## src/rtl/sstf_pkg.sv

```systemverilog
package sstf_pkg;
  // ==========================================================
  // Register map.
  localparam logic [7:0] OFS_TX_CLOCK_MODE = 8'h00;
  localparam logic [7:0] OFS_TX_FRAME_MODE = 8'h04;
  localparam logic [7:0] OFS_TX_HOLD       = 8'h08;
  localparam logic [7:0] OFS_TX_TAG        = 8'h0C;
  localparam logic [7:0] OFS_RX_HOLDING    = 8'h10;
  localparam logic [7:0] OFS_STATUS        = 8'h14;
  localparam logic [7:0] OFS_CONTROL       = 8'h18;
  localparam logic [7:0] OFS_CLOCK_DIV     = 8'h1C;
  // ==========================================================
  // Clock mode fields.
  localparam int CKS_LSB = 0;
  localparam int CKO_LSB = 2;
  localparam int CKI_BIT = 5;
  localparam int CKG_LSB = 6;
  localparam int STA_LSB = 8;
  localparam int DLY_LSB = 16;
  localparam int PER_LSB = 24;
  // ==========================================================
  // Frame mode fields.
  localparam int LEN_LSB  = 0;
  localparam int IDL_BIT  = 5;
  localparam int MSB_BIT  = 7;
  localparam int NB_LSB   = 8;
  localparam int FSL_LSB  = 16;
  localparam int FSO_LSB  = 20;
  localparam int FSD_BIT  = 23;
  localparam int FSE_BIT  = 24;
  localparam int FSX_LSB  = 28;
  // ==========================================================
  // Status and control bits.
  localparam int ST_READY = 0;
  localparam int ST_EMPTY = 1;
  localparam int ST_SYNC  = 10;
  localparam int ST_EN    = 16;
  localparam int CR_EN    = 8;
  localparam int CR_DIS   = 9;
  // ==========================================================
  // Encodings.
  localparam logic [1:0] SRC_DIV   = 2'h0;
  localparam logic [1:0] SRC_RX    = 2'h1;
  localparam logic [1:0] SRC_PIN   = 2'h2;
  localparam logic [2:0] CKO_CONT  = 3'h1;
  localparam logic [2:0] CKO_XFER  = 3'h2;
  localparam logic [1:0] GATE_NONE = 2'h0;
  localparam logic [1:0] GATE_LOW  = 2'h1;
  localparam logic [1:0] GATE_HIGH = 2'h2;
  localparam logic [2:0] FS_NEG    = 3'h1;
  localparam logic [2:0] FS_POS    = 3'h2;
  localparam logic [2:0] FS_LOW    = 3'h3;
  localparam logic [2:0] FS_HIGH   = 3'h4;
  localparam logic [2:0] FS_TOG    = 3'h5;
  localparam logic [1:0] DMA_BYTE  = 2'h0;
  localparam logic [1:0] DMA_HALF  = 2'h1;
  localparam logic [1:0] DMA_WORD  = 2'h2;
  localparam logic [4:0] LEN_BYTE  = 5'h07;
  localparam logic [4:0] LEN_HALF  = 5'h0F;
  localparam logic [4:0] WORD_MSB  = 5'h1F;
  localparam logic [4:0] TAG_BITS  = 5'h10;
  typedef enum logic [1:0] {ST_IDLE, ST_DELAY, ST_DATA, ST_WAIT} sstf_state_e;
endpackage

```

## src/rtl/sstf_top.sv

```systemverilog
// The placing of the registers and the address-and-strobe port were decided locally.
`timescale 1ns/1ps
// Operation
// - Bit clock source: divider, receive clock, pin.
// - Clock pin: input, continuous, or transfer-only.
// - Inversion swaps shift and sample edges.
// - Inversion never alters driven clock polarity.
// - Gating: none, sync-low only, sync-high only.
// - Mode zero: start on write, back-to-back.
// - Start on receiver, sync level or edge.
// - Nonzero delay precedes first data bits.
// - Period signal every 2*(period+1) clocks.
// - Word holds length field plus one bits.
// - Length field selects DMA transfer size.
// - Idle data line drives idle level.
// - Bit order bit selects MSB or LSB.
// - Frame carries word count plus one words.
// - Sync lasts low+16*high+1 clock periods.
// - Sync length sets tag bits shifted.
// - Sync pin shape: input, pulse, level, toggle.
// - Tag shifted during sync, else idle level.
// - Sync flag on chosen frame-sync edge.
// - Receive holding word right-aligned.
// - Sync flag cleared by status read.
module sstf_top
  import sstf_pkg::*;
(
  // Clock and reset.
  input  wire logic        I_MCLK,
  input  wire logic        I_RESET_N,
  // Register port.
  input  wire logic [7:0]  I_ADDR,
  input  wire logic [31:0] I_WDATA,
  input  wire logic        I_WR,
  input  wire logic        I_RD,
  output logic      [31:0] O_RDATA,
  // Receiver side.
  input  wire logic        I_RX_START,
  input  wire logic        I_RX_WORD_VALID,
  input  wire logic [31:0] I_RX_WORD_VALUE,
  input  wire logic [4:0]  I_RX_WORD_BITS_MINUS_ONE,
  // Pins.
  input  wire logic        I_TX_CLOCK_PIN,
  input  wire logic        I_RX_CLOCK_PIN,
  input  wire logic        I_TX_SYNC_PIN,
  output logic             O_TX_CLOCK_PIN,
  output logic             O_TX_CLOCK_PIN_OE,
  output logic             O_TX_SYNC_PIN,
  output logic             O_TX_SYNC_PIN_OE,
  output logic             O_TX_DATA_PIN,
  output logic [1:0]       O_DMA_SIZE
);
  // ==========================================================
  // Pin synchronisers.
  logic [2:0] pin_raw;
  logic [2:0] meta_q;
  logic [2:0] sync_q;
  assign pin_raw = {I_TX_SYNC_PIN, I_RX_CLOCK_PIN, I_TX_CLOCK_PIN};
  for (genvar g = 0; g < 3; g++) begin : g_sync
    always_ff @(posedge I_MCLK or negedge I_RESET_N) begin
      if (!I_RESET_N) begin
        meta_q[g] <= 1'b0;
        sync_q[g] <= 1'b0;
      end else begin
        meta_q[g] <= pin_raw[g];
        sync_q[g] <= meta_q[g];
      end
    end
  end
  logic tk_s;
  logic rk_s;
  logic tf_s;
  assign tk_s = sync_q[0];
  assign rk_s = sync_q[1];
  assign tf_s = sync_q[2];
  // ==========================================================
  // Registers.
  logic [31:0] cmode_q, cmode_d;
  logic [31:0] fmode_q, fmode_d;
  logic [31:0] hold_q, hold_d;
  logic [15:0] tag_q, tag_d;
  logic [31:0] rxh_q, rxh_d;
  logic [11:0] div_q, div_d;
  logic        full_q, full_d;
  logic        txen_q, txen_d;
  logic        synf_q, synf_d;
  logic [31:0] rdata_d;
  logic [1:0]  tx_clock_source;
  logic [2:0]  tx_clock_pin_mode;
  logic        tx_clock_invert;
  logic [1:0]  tx_clock_gate;
  logic [3:0]  start_sel;
  logic [7:0]  dly;
  logic [7:0]  period;
  logic [4:0]  len;
  logic        idle_lvl;
  logic        msb_first_order;
  logic [3:0]  nb;
  logic [8:0]  sync_len_low;
  logic [2:0]  sync_output_shape;
  logic        sync_tag_enable;
  logic        sync_flag_edge;
  assign tx_clock_source       = cmode_q[CKS_LSB +: 2];
  assign tx_clock_pin_mode       = cmode_q[CKO_LSB +: 3];
  assign tx_clock_invert       = cmode_q[CKI_BIT];
  assign tx_clock_gate       = cmode_q[CKG_LSB +: 2];
  assign start_sel = cmode_q[STA_LSB +: 4];
  assign dly       = cmode_q[DLY_LSB +: 8];
  assign period    = cmode_q[PER_LSB +: 8];
  assign len       = fmode_q[LEN_LSB +: 5];
  assign idle_lvl  = fmode_q[IDL_BIT];
  assign msb_first_order      = fmode_q[MSB_BIT];
  assign nb        = fmode_q[NB_LSB +: 4];
  assign sync_output_shape      = fmode_q[FSO_LSB +: 3];
  assign sync_tag_enable     = fmode_q[FSD_BIT];
  assign sync_flag_edge    = fmode_q[FSE_BIT];
  // Sync length in bit-clock periods.
  assign sync_len_low = 9'(fmode_q[FSL_LSB +: 4]) + {1'b0, fmode_q[FSX_LSB +: 4], 4'h0} + 9'h001;
  // ==========================================================
  // Bit clock generation.
  logic [11:0] dcnt_q, dcnt_d;
  logic        dlvl_q, dlvl_d;
  logic        clk_prev_q;
  logic        clk_lvl;
  logic        gate_ok;
  logic        rise;
  logic        fall;
  logic        shift_en;
  logic        smp_en;
  always_comb begin
    dcnt_d = dcnt_q;
    dlvl_d = dlvl_q;
    if (div_q != '0) begin
      if (dcnt_q >= div_q - 12'h001) begin
        dcnt_d = '0;
        dlvl_d = ~dlvl_q;
      end else begin
        dcnt_d = dcnt_q + 12'h001;
      end
    end
    unique case (tx_clock_source)
      SRC_DIV: clk_lvl = dlvl_q;
      SRC_RX:  clk_lvl = rk_s;
      SRC_PIN: clk_lvl = tk_s;
      default: clk_lvl = 1'b0;
    endcase
    unique case (tx_clock_gate)
      GATE_NONE: gate_ok = 1'b1;
      GATE_LOW:  gate_ok = ~tf_s;
      GATE_HIGH: gate_ok = tf_s;
      default:   gate_ok = 1'b0;
    endcase
    rise     = gate_ok & clk_lvl & ~clk_prev_q;
    fall     = gate_ok & ~clk_lvl & clk_prev_q;
    shift_en = tx_clock_invert ? rise : fall;
    smp_en   = tx_clock_invert ? fall : rise;
  end
  always_ff @(posedge I_MCLK or negedge I_RESET_N) begin
    if (!I_RESET_N) begin
      dcnt_q     <= '0;
      dlvl_q     <= 1'b0;
      clk_prev_q <= 1'b0;
    end else begin
      dcnt_q     <= dcnt_d;
      dlvl_q     <= dlvl_d;
      clk_prev_q <= clk_lvl;
    end
  end
  // ==========================================================
  // Start triggers and period divider.
  logic [8:0] pcnt_q, pcnt_d;
  logic       tfs_q, tfs_d;
  logic       trig_q, trig_d;
  logic       ptick;
  logic       pin_trig;
  logic       go;
  logic       take;
  sstf_state_e st_q, st_d;
  always_comb begin
    pcnt_d = pcnt_q;
    ptick  = 1'b0;
    tfs_d  = tfs_q;
    if (period == '0) begin
      pcnt_d = '0;
    end else if (rise) begin
      if (pcnt_q >= {period, 1'b1}) begin
        pcnt_d = '0;
        ptick  = 1'b1;
      end else begin
        pcnt_d = pcnt_q + 9'h001;
      end
    end
    if (smp_en) begin
      tfs_d = tf_s;
    end
    unique case (start_sel)
      4'h2:    pin_trig = ~tf_s;
      4'h3:    pin_trig = tf_s;
      4'h4:    pin_trig = tfs_q & ~tf_s;
      4'h5:    pin_trig = ~tfs_q & tf_s;
      4'h6,
      4'h7:    pin_trig = tfs_q ^ tf_s;
      default: pin_trig = 1'b0;
    endcase
    // A trigger seen between shift edges is held until consumed.
    trig_d = trig_q;
    if (take) begin
      trig_d = 1'b0;
    end
    if ((start_sel == 4'h1 && I_RX_START) || (smp_en && pin_trig) || ptick) begin
      trig_d = 1'b1;
    end
    go = txen_q & full_q & (start_sel == 4'h0 || trig_q);
  end
  assign take = shift_en & (st_q == ST_IDLE) & go;
  always_ff @(posedge I_MCLK or negedge I_RESET_N) begin
    if (!I_RESET_N) begin
      pcnt_q <= '0;
      tfs_q  <= 1'b0;
      trig_q <= 1'b0;
    end else begin
      pcnt_q <= pcnt_d;
      tfs_q  <= tfs_d;
      trig_q <= trig_d;
    end
  end
  // ==========================================================
  // Transmit sequencer.
  logic [31:0] dsh_q, dsh_d;
  logic [31:0] tsh_q, tsh_d;
  logic [4:0]  bcnt_q, bcnt_d;
  logic [3:0]  wcnt_q, wcnt_d;
  logic [7:0]  dcnt2_q, dcnt2_d;
  logic [8:0]  scnt_q, scnt_d;
  logic        tog_q, tog_d;
  logic        load;
  logic        word_end;
  logic [4:0]  tag_n;
  logic [31:0] word_al;
  always_comb begin
    st_d    = st_q;
    dsh_d   = dsh_q;
    tsh_d   = tsh_q;
    bcnt_d  = bcnt_q;
    wcnt_d  = wcnt_q;
    dcnt2_d = dcnt2_q;
    scnt_d  = scnt_q;
    tog_d   = tog_q;
    load    = 1'b0;
    tag_n   = (sync_len_low > 9'(TAG_BITS)) ? TAG_BITS : sync_len_low[4:0];
    word_al = msb_first_order ? (hold_q << (WORD_MSB - len)) : hold_q;
    word_end = (bcnt_q == '0);
    if (shift_en) begin
      if (scnt_q != '0) begin
        scnt_d = scnt_q - 9'h001;
        tsh_d  = msb_first_order ? (tsh_q << 1) : (tsh_q >> 1);
      end
      unique case (st_q)
        ST_IDLE: begin
          if (go) begin
            scnt_d = sync_len_low;
            tsh_d  = msb_first_order ? ({tag_q, 16'h0000} << (TAG_BITS - tag_n)) : {16'h0000, tag_q};
            tog_d  = ~tog_q;
            wcnt_d = nb;
            if (dly != '0) begin
              dcnt2_d = dly;
              st_d    = ST_DELAY;
            end else begin
              load = 1'b1;
            end
          end
        end
        ST_DELAY: begin
          dcnt2_d = dcnt2_q - 8'h01;
          if (dcnt2_q == 8'h01) begin
            load = full_q;
            st_d = full_q ? ST_DATA : ST_WAIT;
          end
        end
        ST_DATA: begin
          dsh_d  = msb_first_order ? (dsh_q << 1) : (dsh_q >> 1);
          bcnt_d = bcnt_q - 5'h01;
          if (word_end) begin
            if (wcnt_q != '0) begin
              wcnt_d = wcnt_q - 4'h1;
              load   = full_q;
              st_d   = full_q ? ST_DATA : ST_WAIT;
            end else if (start_sel == 4'h0 && txen_q && full_q) begin
              wcnt_d = nb;
              scnt_d = sync_len_low;
              tsh_d  = msb_first_order ? ({tag_q, 16'h0000} << (TAG_BITS - tag_n)) : {16'h0000, tag_q};
              tog_d  = ~tog_q;
              load   = 1'b1;
            end else begin
              st_d = ST_IDLE;
            end
          end
        end
        ST_WAIT: begin
          if (full_q) begin
            load = 1'b1;
          end
        end
      endcase
      if (load) begin
        dsh_d  = word_al;
        bcnt_d = len;
        st_d   = ST_DATA;
      end
    end
  end
  always_ff @(posedge I_MCLK or negedge I_RESET_N) begin
    if (!I_RESET_N) begin
      st_q    <= ST_IDLE;
      dsh_q   <= '0;
      tsh_q   <= '0;
      bcnt_q  <= '0;
      wcnt_q  <= '0;
      dcnt2_q <= '0;
      scnt_q  <= '0;
      tog_q   <= 1'b0;
    end else begin
      st_q    <= st_d;
      dsh_q   <= dsh_d;
      tsh_q   <= tsh_d;
      bcnt_q  <= bcnt_d;
      wcnt_q  <= wcnt_d;
      dcnt2_q <= dcnt2_d;
      scnt_q  <= scnt_d;
      tog_q   <= tog_d;
    end
  end
  // ==========================================================
  // Pin drivers.
  logic xfer;
  logic sync_act;
  logic td_d, fs_d, fsoe_d, ck_d, ckoe_d;
  logic fs_seen, fs_prev_q;
  logic syn_evt;
  assign xfer     = (st_q != ST_IDLE);
  assign sync_act = (scnt_q != '0);
  always_comb begin
    // Data during a word wins over the tag tail when the delay is short.
    if (st_q == ST_DATA) begin
      td_d = msb_first_order ? dsh_q[31] : dsh_q[0];
    end else if (sync_act && sync_tag_enable) begin
      td_d = msb_first_order ? tsh_q[31] : tsh_q[0];
    end else begin
      td_d = idle_lvl;
    end
    fsoe_d = 1'b1;
    unique case (sync_output_shape)
      FS_NEG:  fs_d = ~sync_act;
      FS_POS:  fs_d = sync_act;
      FS_LOW:  fs_d = ~xfer;
      FS_HIGH: fs_d = xfer;
      FS_TOG:  fs_d = tog_q;
      default: begin
        fs_d   = 1'b0;
        fsoe_d = 1'b0;
      end
    endcase
    // The driven clock is the raw source level, before inversion.
    unique case (tx_clock_pin_mode)
      CKO_CONT: begin
        ck_d   = clk_lvl;
        ckoe_d = 1'b1;
      end
      CKO_XFER: begin
        ck_d   = clk_lvl & xfer;
        ckoe_d = 1'b1;
      end
      default: begin
        ck_d   = 1'b0;
        ckoe_d = 1'b0;
      end
    endcase
  end
  assign fs_seen = O_TX_SYNC_PIN_OE ? O_TX_SYNC_PIN : tf_s;
  assign syn_evt = sync_flag_edge ? (fs_prev_q & ~fs_seen) : (~fs_prev_q & fs_seen);
  always_ff @(posedge I_MCLK or negedge I_RESET_N) begin
    if (!I_RESET_N) begin
      O_TX_DATA_PIN     <= 1'b0;
      O_TX_SYNC_PIN     <= 1'b0;
      O_TX_SYNC_PIN_OE  <= 1'b0;
      O_TX_CLOCK_PIN    <= 1'b0;
      O_TX_CLOCK_PIN_OE <= 1'b0;
      fs_prev_q         <= 1'b0;
    end else begin
      O_TX_DATA_PIN     <= td_d;
      O_TX_SYNC_PIN     <= fs_d;
      O_TX_SYNC_PIN_OE  <= fsoe_d;
      O_TX_CLOCK_PIN    <= ck_d;
      O_TX_CLOCK_PIN_OE <= ckoe_d;
      fs_prev_q         <= fs_seen;
    end
  end
  // ==========================================================
  // Register port.
  logic [1:0]  dma_d;
  logic [32:0] rx_mask;
  always_comb begin
    cmode_d = cmode_q;
    fmode_d = fmode_q;
    hold_d  = hold_q;
    tag_d   = tag_q;
    div_d   = div_q;
    txen_d  = txen_q;
    full_d  = full_q & ~load;
    rx_mask = (33'h000000001 << (6'(I_RX_WORD_BITS_MINUS_ONE) + 6'h01)) - 33'h000000001;
    rxh_d   = I_RX_WORD_VALID ? (I_RX_WORD_VALUE & rx_mask[31:0]) : rxh_q;
    synf_d  = synf_q;
    if (I_RD && I_ADDR == OFS_STATUS) begin
      synf_d = 1'b0;
    end
    if (syn_evt) begin
      synf_d = 1'b1;
    end
    if (I_WR) begin
      unique case (I_ADDR)
        OFS_TX_CLOCK_MODE: cmode_d = I_WDATA;
        OFS_TX_FRAME_MODE: fmode_d = I_WDATA;
        OFS_TX_TAG:        tag_d   = I_WDATA[15:0];
        OFS_CLOCK_DIV:     div_d   = I_WDATA[11:0];
        OFS_TX_HOLD: begin
          hold_d = I_WDATA;
          full_d = 1'b1;
        end
        OFS_CONTROL: begin
          if (I_WDATA[CR_DIS]) begin
            txen_d = 1'b0;
          end else if (I_WDATA[CR_EN]) begin
            txen_d = 1'b1;
          end
        end
        default: ;
      endcase
    end
    rdata_d = '0;
    if (I_RD) begin
      unique case (I_ADDR)
        OFS_TX_CLOCK_MODE: rdata_d = cmode_q;
        OFS_TX_FRAME_MODE: rdata_d = fmode_q;
        OFS_TX_TAG:        rdata_d = {16'h0000, tag_q};
        OFS_RX_HOLDING:    rdata_d = rxh_q;
        OFS_CLOCK_DIV:     rdata_d = {20'h00000, div_q};
        OFS_STATUS: begin
          rdata_d[ST_READY] = ~full_q;
          rdata_d[ST_EMPTY] = ~full_q & ~xfer;
          rdata_d[ST_SYNC]  = synf_q;
          rdata_d[ST_EN]    = txen_q;
        end
        default: rdata_d = '0;
      endcase
    end
    if (len <= LEN_BYTE) begin
      dma_d = DMA_BYTE;
    end else if (len <= LEN_HALF) begin
      dma_d = DMA_HALF;
    end else begin
      dma_d = DMA_WORD;
    end
  end
  always_ff @(posedge I_MCLK or negedge I_RESET_N) begin
    if (!I_RESET_N) begin
      cmode_q    <= '0;
      fmode_q    <= '0;
      hold_q     <= '0;
      tag_q      <= '0;
      rxh_q      <= '0;
      div_q      <= '0;
      full_q     <= 1'b0;
      txen_q     <= 1'b0;
      synf_q     <= 1'b0;
      O_RDATA    <= '0;
      O_DMA_SIZE <= DMA_BYTE;
    end else begin
      cmode_q    <= cmode_d;
      fmode_q    <= fmode_d;
      hold_q     <= hold_d;
      tag_q      <= tag_d;
      rxh_q      <= rxh_d;
      div_q      <= div_d;
      full_q     <= full_d;
      txen_q     <= txen_d;
      synf_q     <= synf_d;
      O_RDATA    <= rdata_d;
      O_DMA_SIZE <= dma_d;
    end
  end
endmodule

```

## config.mk

```make
export PLATFORM = sky130hd
export DESIGN_NAME = sstf_top
export DESIGN_NICKNAME = d
export VERILOG_FILES = /design/src/rtl/sstf_pkg.sv /design/src/rtl/sstf_top.sv
export SDC_FILE = /design/constraint.sdc
export NUM_CORES = 1
export LEC_CHECK = 0
export BUFFER_PORTS_ARGS = -buffer_cell sky130_fd_sc_hd__buf_2
export CORE_MARGIN = 1
export CORE_UTILIZATION = 56
export CTS_CLUSTER_SIZE = 40
export DETAILED_ROUTE_END_ITERATION = 8
export PLACE_DENSITY_LB_ADDON = 0.2
export SLEW_MARGIN = 15
export SYNTH_ARGS = -nofsm -noshare
export SYNTH_HDL_FRONTEND = slang
export SYNTH_SLANG_ARGS = --single-unit
export TNS_END_PERCENT = 5
```

## constraint.sdc

```tcl
create_clock -name I_MCLK -period 6 [get_ports I_MCLK]
set_clock_uncertainty 0.1 [all_clocks]
set_input_delay 0.3 -clock I_MCLK [delete_from_list [all_inputs] [get_ports I_MCLK]]
set_output_delay 0.3 -clock I_MCLK [all_outputs]
set_load 0.01 [all_outputs]
```

==> results.md <==
- Drt via density: 6.33
- DP Worst Slack: 1.29 ns
- Final Max Slew Viols: 0
- Mapped Area: 18500 µm²
- # DRC: 0
- Die width: 184 µm
- Ant diodes: 0
- Total of max-cap violations: 0
- Vias in the first global route: 14700
- Post-Route WL: 53800 µm
- Final worst setup slack: 1.20 ns
- Fin. Hold Viols: 0
- Worst-margin pin slew: 1.09 ns
- Nets@finish: 2097
- Dpl hpwl: 37700 µm
- Height of the chip: 184 µm
- DR WL/cell: 22.0 µm
- Floorplan Core Area: 32500 µm²
- Yosys warns: 0
- Via count: 15400
- Synth Register Bits: 323
- Die area: 33800 µm²
- P&R area growth vs syn: 14.3%
- Largest net degree at the start of global routing: 139
- Total Power: 6.03 mW
- Layout cells sized above 1: 20.3%
- Synth Flop Type: dfrtp_1
- Async S/R FF share, synth: 100%
- Slew headroom: 27.4%
- CP Data Required Time: 6.30 ns
- Sequential-to-total area share from yosys stat: 43.6%
- Max Root-Sink Buffers: 3
- CTS tree: done
- Drt initial violations: 1487
- CTS root buf: clkbuf_16
- Row Count: 66
- First-pass GRT wire length: 84200 µm
- Final period util: 80.0%
- I/O pins: 125
- Worst-Skew Late Latency: 0.53 ns
- Post-DP Area: 19400 µm²
- Initial antenna violation count: 2
- CP endpoint kind: register
- Gpl congestion: 0.947
- Synth top area cells: dfrtp_1, mux2_2, mux2i_1
- Final instance area: 21200 µm²
- Final Setup Violations: 0
- CTS clk-pin slew, worst paths: 0.07 ns
- Port-buffer cells: 124
- Lkg Pwr: 9.47 nW
- Num CTS Buffers: 35
- Worst Path Arrival: 5.10 ns
- ANT nets after route: 0
- PD cells: 284 nW/µm²
- Syn_nets: 1990
- Startpoint Class: register
- Netlist cell types: 75
- Hold WC Path Type: input pin to register
- Overflow after GRT: 0
- CP max FO: 21
- Fmax: 208 MHz
- GRT Resource Usage Total: 32.2%
- Initial Util: 57.0%
- Clock sinks: 323
- Pre-Repair DR Iteration Count: 9
- Post-Syn Instances: 1866
- Largest area contributor in the netlist: dfrtp_1
- Mapped Avg Cell Area: 9.94 µm²
- Fin Setup TNS: 0 ns
- Max VDD drop: 252 µV
- RSZ-0062 raised after global routing: no
- Status: complete, no violations
- Post-synth top area share: 43.6%
- Tmin final: 4.80 ns
- Critical path class: register to register
- Post-synth EDFFs: 0
- H-Tree Depth: 2
## timing repair
action                    4_1_cts  5_1_grt
gates resized for setup         0        0
hold endpoints to repair      197        0
setup buffers                   0        0
hold buffers                   51        0
## critical path, stage by stage, from the launching register on
cell and delay, ns:
dfrtp_1 0.50, ha_1 0.37, or4b_1 0.49, or3_1 0.37, a22oi_2 0.21, and2b_1 0.62
inv_4 0.12, ha_1 0.89, mux4_2 0.43, and3_1 0.19, a31oi_1 0.16, o31a_1 0.16
o21ai_1 0.05
## power breakdown
group | switching (mW) | total [mW] | internal (mW)
clock network | 0.897 | 2.33 | 1.43
logic | 0.700 | 1.20 | 0.499
registers | 0.180 | 2.50 | 2.32
## cell usage after synthesis (11+ instances only)
cell type and n:
mux2_2 146, a22oi_1 20, o21ai_0 132, buf_1 20
nor3_1 30, nor2_1 137, a221o_1 17, inv_1 76
a21oi_1 92, o31ai_1 14, mux2i_1 112, mux4_2 33
nand4_1 15, a222oi_1 33, a31oi_1 13, ha_1 38
o22ai_1 14, clkbuf_1 100, o211ai_1 15, and2_1 11
nor2b_1 12, o221ai_1 11, dfrtp_1 323, nand2b_1 17
xnor2_1 19, xor2_1 11, and3_1 11, nand2_1 204
nand3_1 38, a21o_1 11, or3_1 13
## routing by layer
metal	global-route usage, %	wire (µm)	up-vias	part of all wire (%)
met4	11.4	2040	4	3.8
met3	6.10	4430	146	8.2
met2	50.7	24600	745	46
met1	44.6	22700	7501	42
li1	-	-	7043	-
met5	0	23	-	0.043
## area by class of cell
class | instances | area [µm²]
Clock buffer | 45 | 953
Tap cell | 442 | 553
Clock inverter | 17 | 288
Multi-Input combinational cell | 1333 | 9660
Timing Repair Buffer | 202 | 1360
Sequential cell | 323 | 8090
Fill cell | 2593 | 11300
Inverter | 78 | 295
## metrics by stage
| stage | instances | hold WS [ns] | util (%) |
|---|---|---|---|
| floorplan | 1866 | -0.0956 | - |
| global placement | 2326 | 0.237 | 59.7 |
| detailed placement | 2326 | 0.235 | 59.7 |
| CTS | 2439 | 0.0168 | 65.1 |
| global route | 2440 | 0.0298 | 65.1 |
| finish | 2440 | 0.0151 | 65.1 |
## cells by family after synthesis
family / count (synthesis) / synth area share [%]
other: 1 / 0.0202
adder cells (fa/ha/maj): 38 / 2.56
AO/OA/AOI/OAI: 452 / 16.3
multiplexers: 291 / 18.9
XOR/XNOR: 30 / 1.42
buffers and inverters: 210 / 4.49
flip-flops: 323 / 43.6
AND/OR/NAND/NOR: 521 / 12.7
## state kept, by name, summed over array words and instances (netlist names), 8 cells and up
register / count
rxh_q: 32
dcnt2_q: 8
cmode_q: 32
dsh_q: 32
tsh_q: 32
dcnt_q: 12
div_q: 12
scnt_q: 9
hold_q: 32
pcnt_q: 9
O_RDATA: 32
tag_q: 16
fmode_q: 32
## cells in the final DEF (no fill, tap or decap), types with 19 or more instances in the layout
cell type      netlist  layout
mux2i_1            112     112
xnor2_1             19      19
dlygate4sd3_1        0      51
o21ai_0            132     130
nor2_1             137     137
dfrtp_1            323     321
a222oi_1            33      33
inv_1               76      76
buf_4                0      26
mux4_2              33      33
mux2_2             146     146
buf_2                8     123
ha_1                38      38
a21oi_1             92      92
nor3_1              30      30
nand2_1            204     204
a22oi_1             20      20
clkbuf_16            0      35
nand3_1             38      38
## worst paths after layout
path                                startpoint    endpoint  slack [ns]  cells past startpoint
max in group asynchronous            I_RESET_N  hold_q[11]        3.98                      3
min in group asynchronous            I_RESET_N    tsh_q[9]        0.39                      2
min reg2reg                          meta_q[2]        tf_s        0.25                      0
max reg2reg                        fmode_q[16]   tsh_q[30]        1.20                     12
max                                fmode_q[16]   tsh_q[30]        1.20                     12
min                        I_RX_WORD_VALUE[23]   rxh_q[23]        0.02                      3
Power figures use the tool's default switching activity.
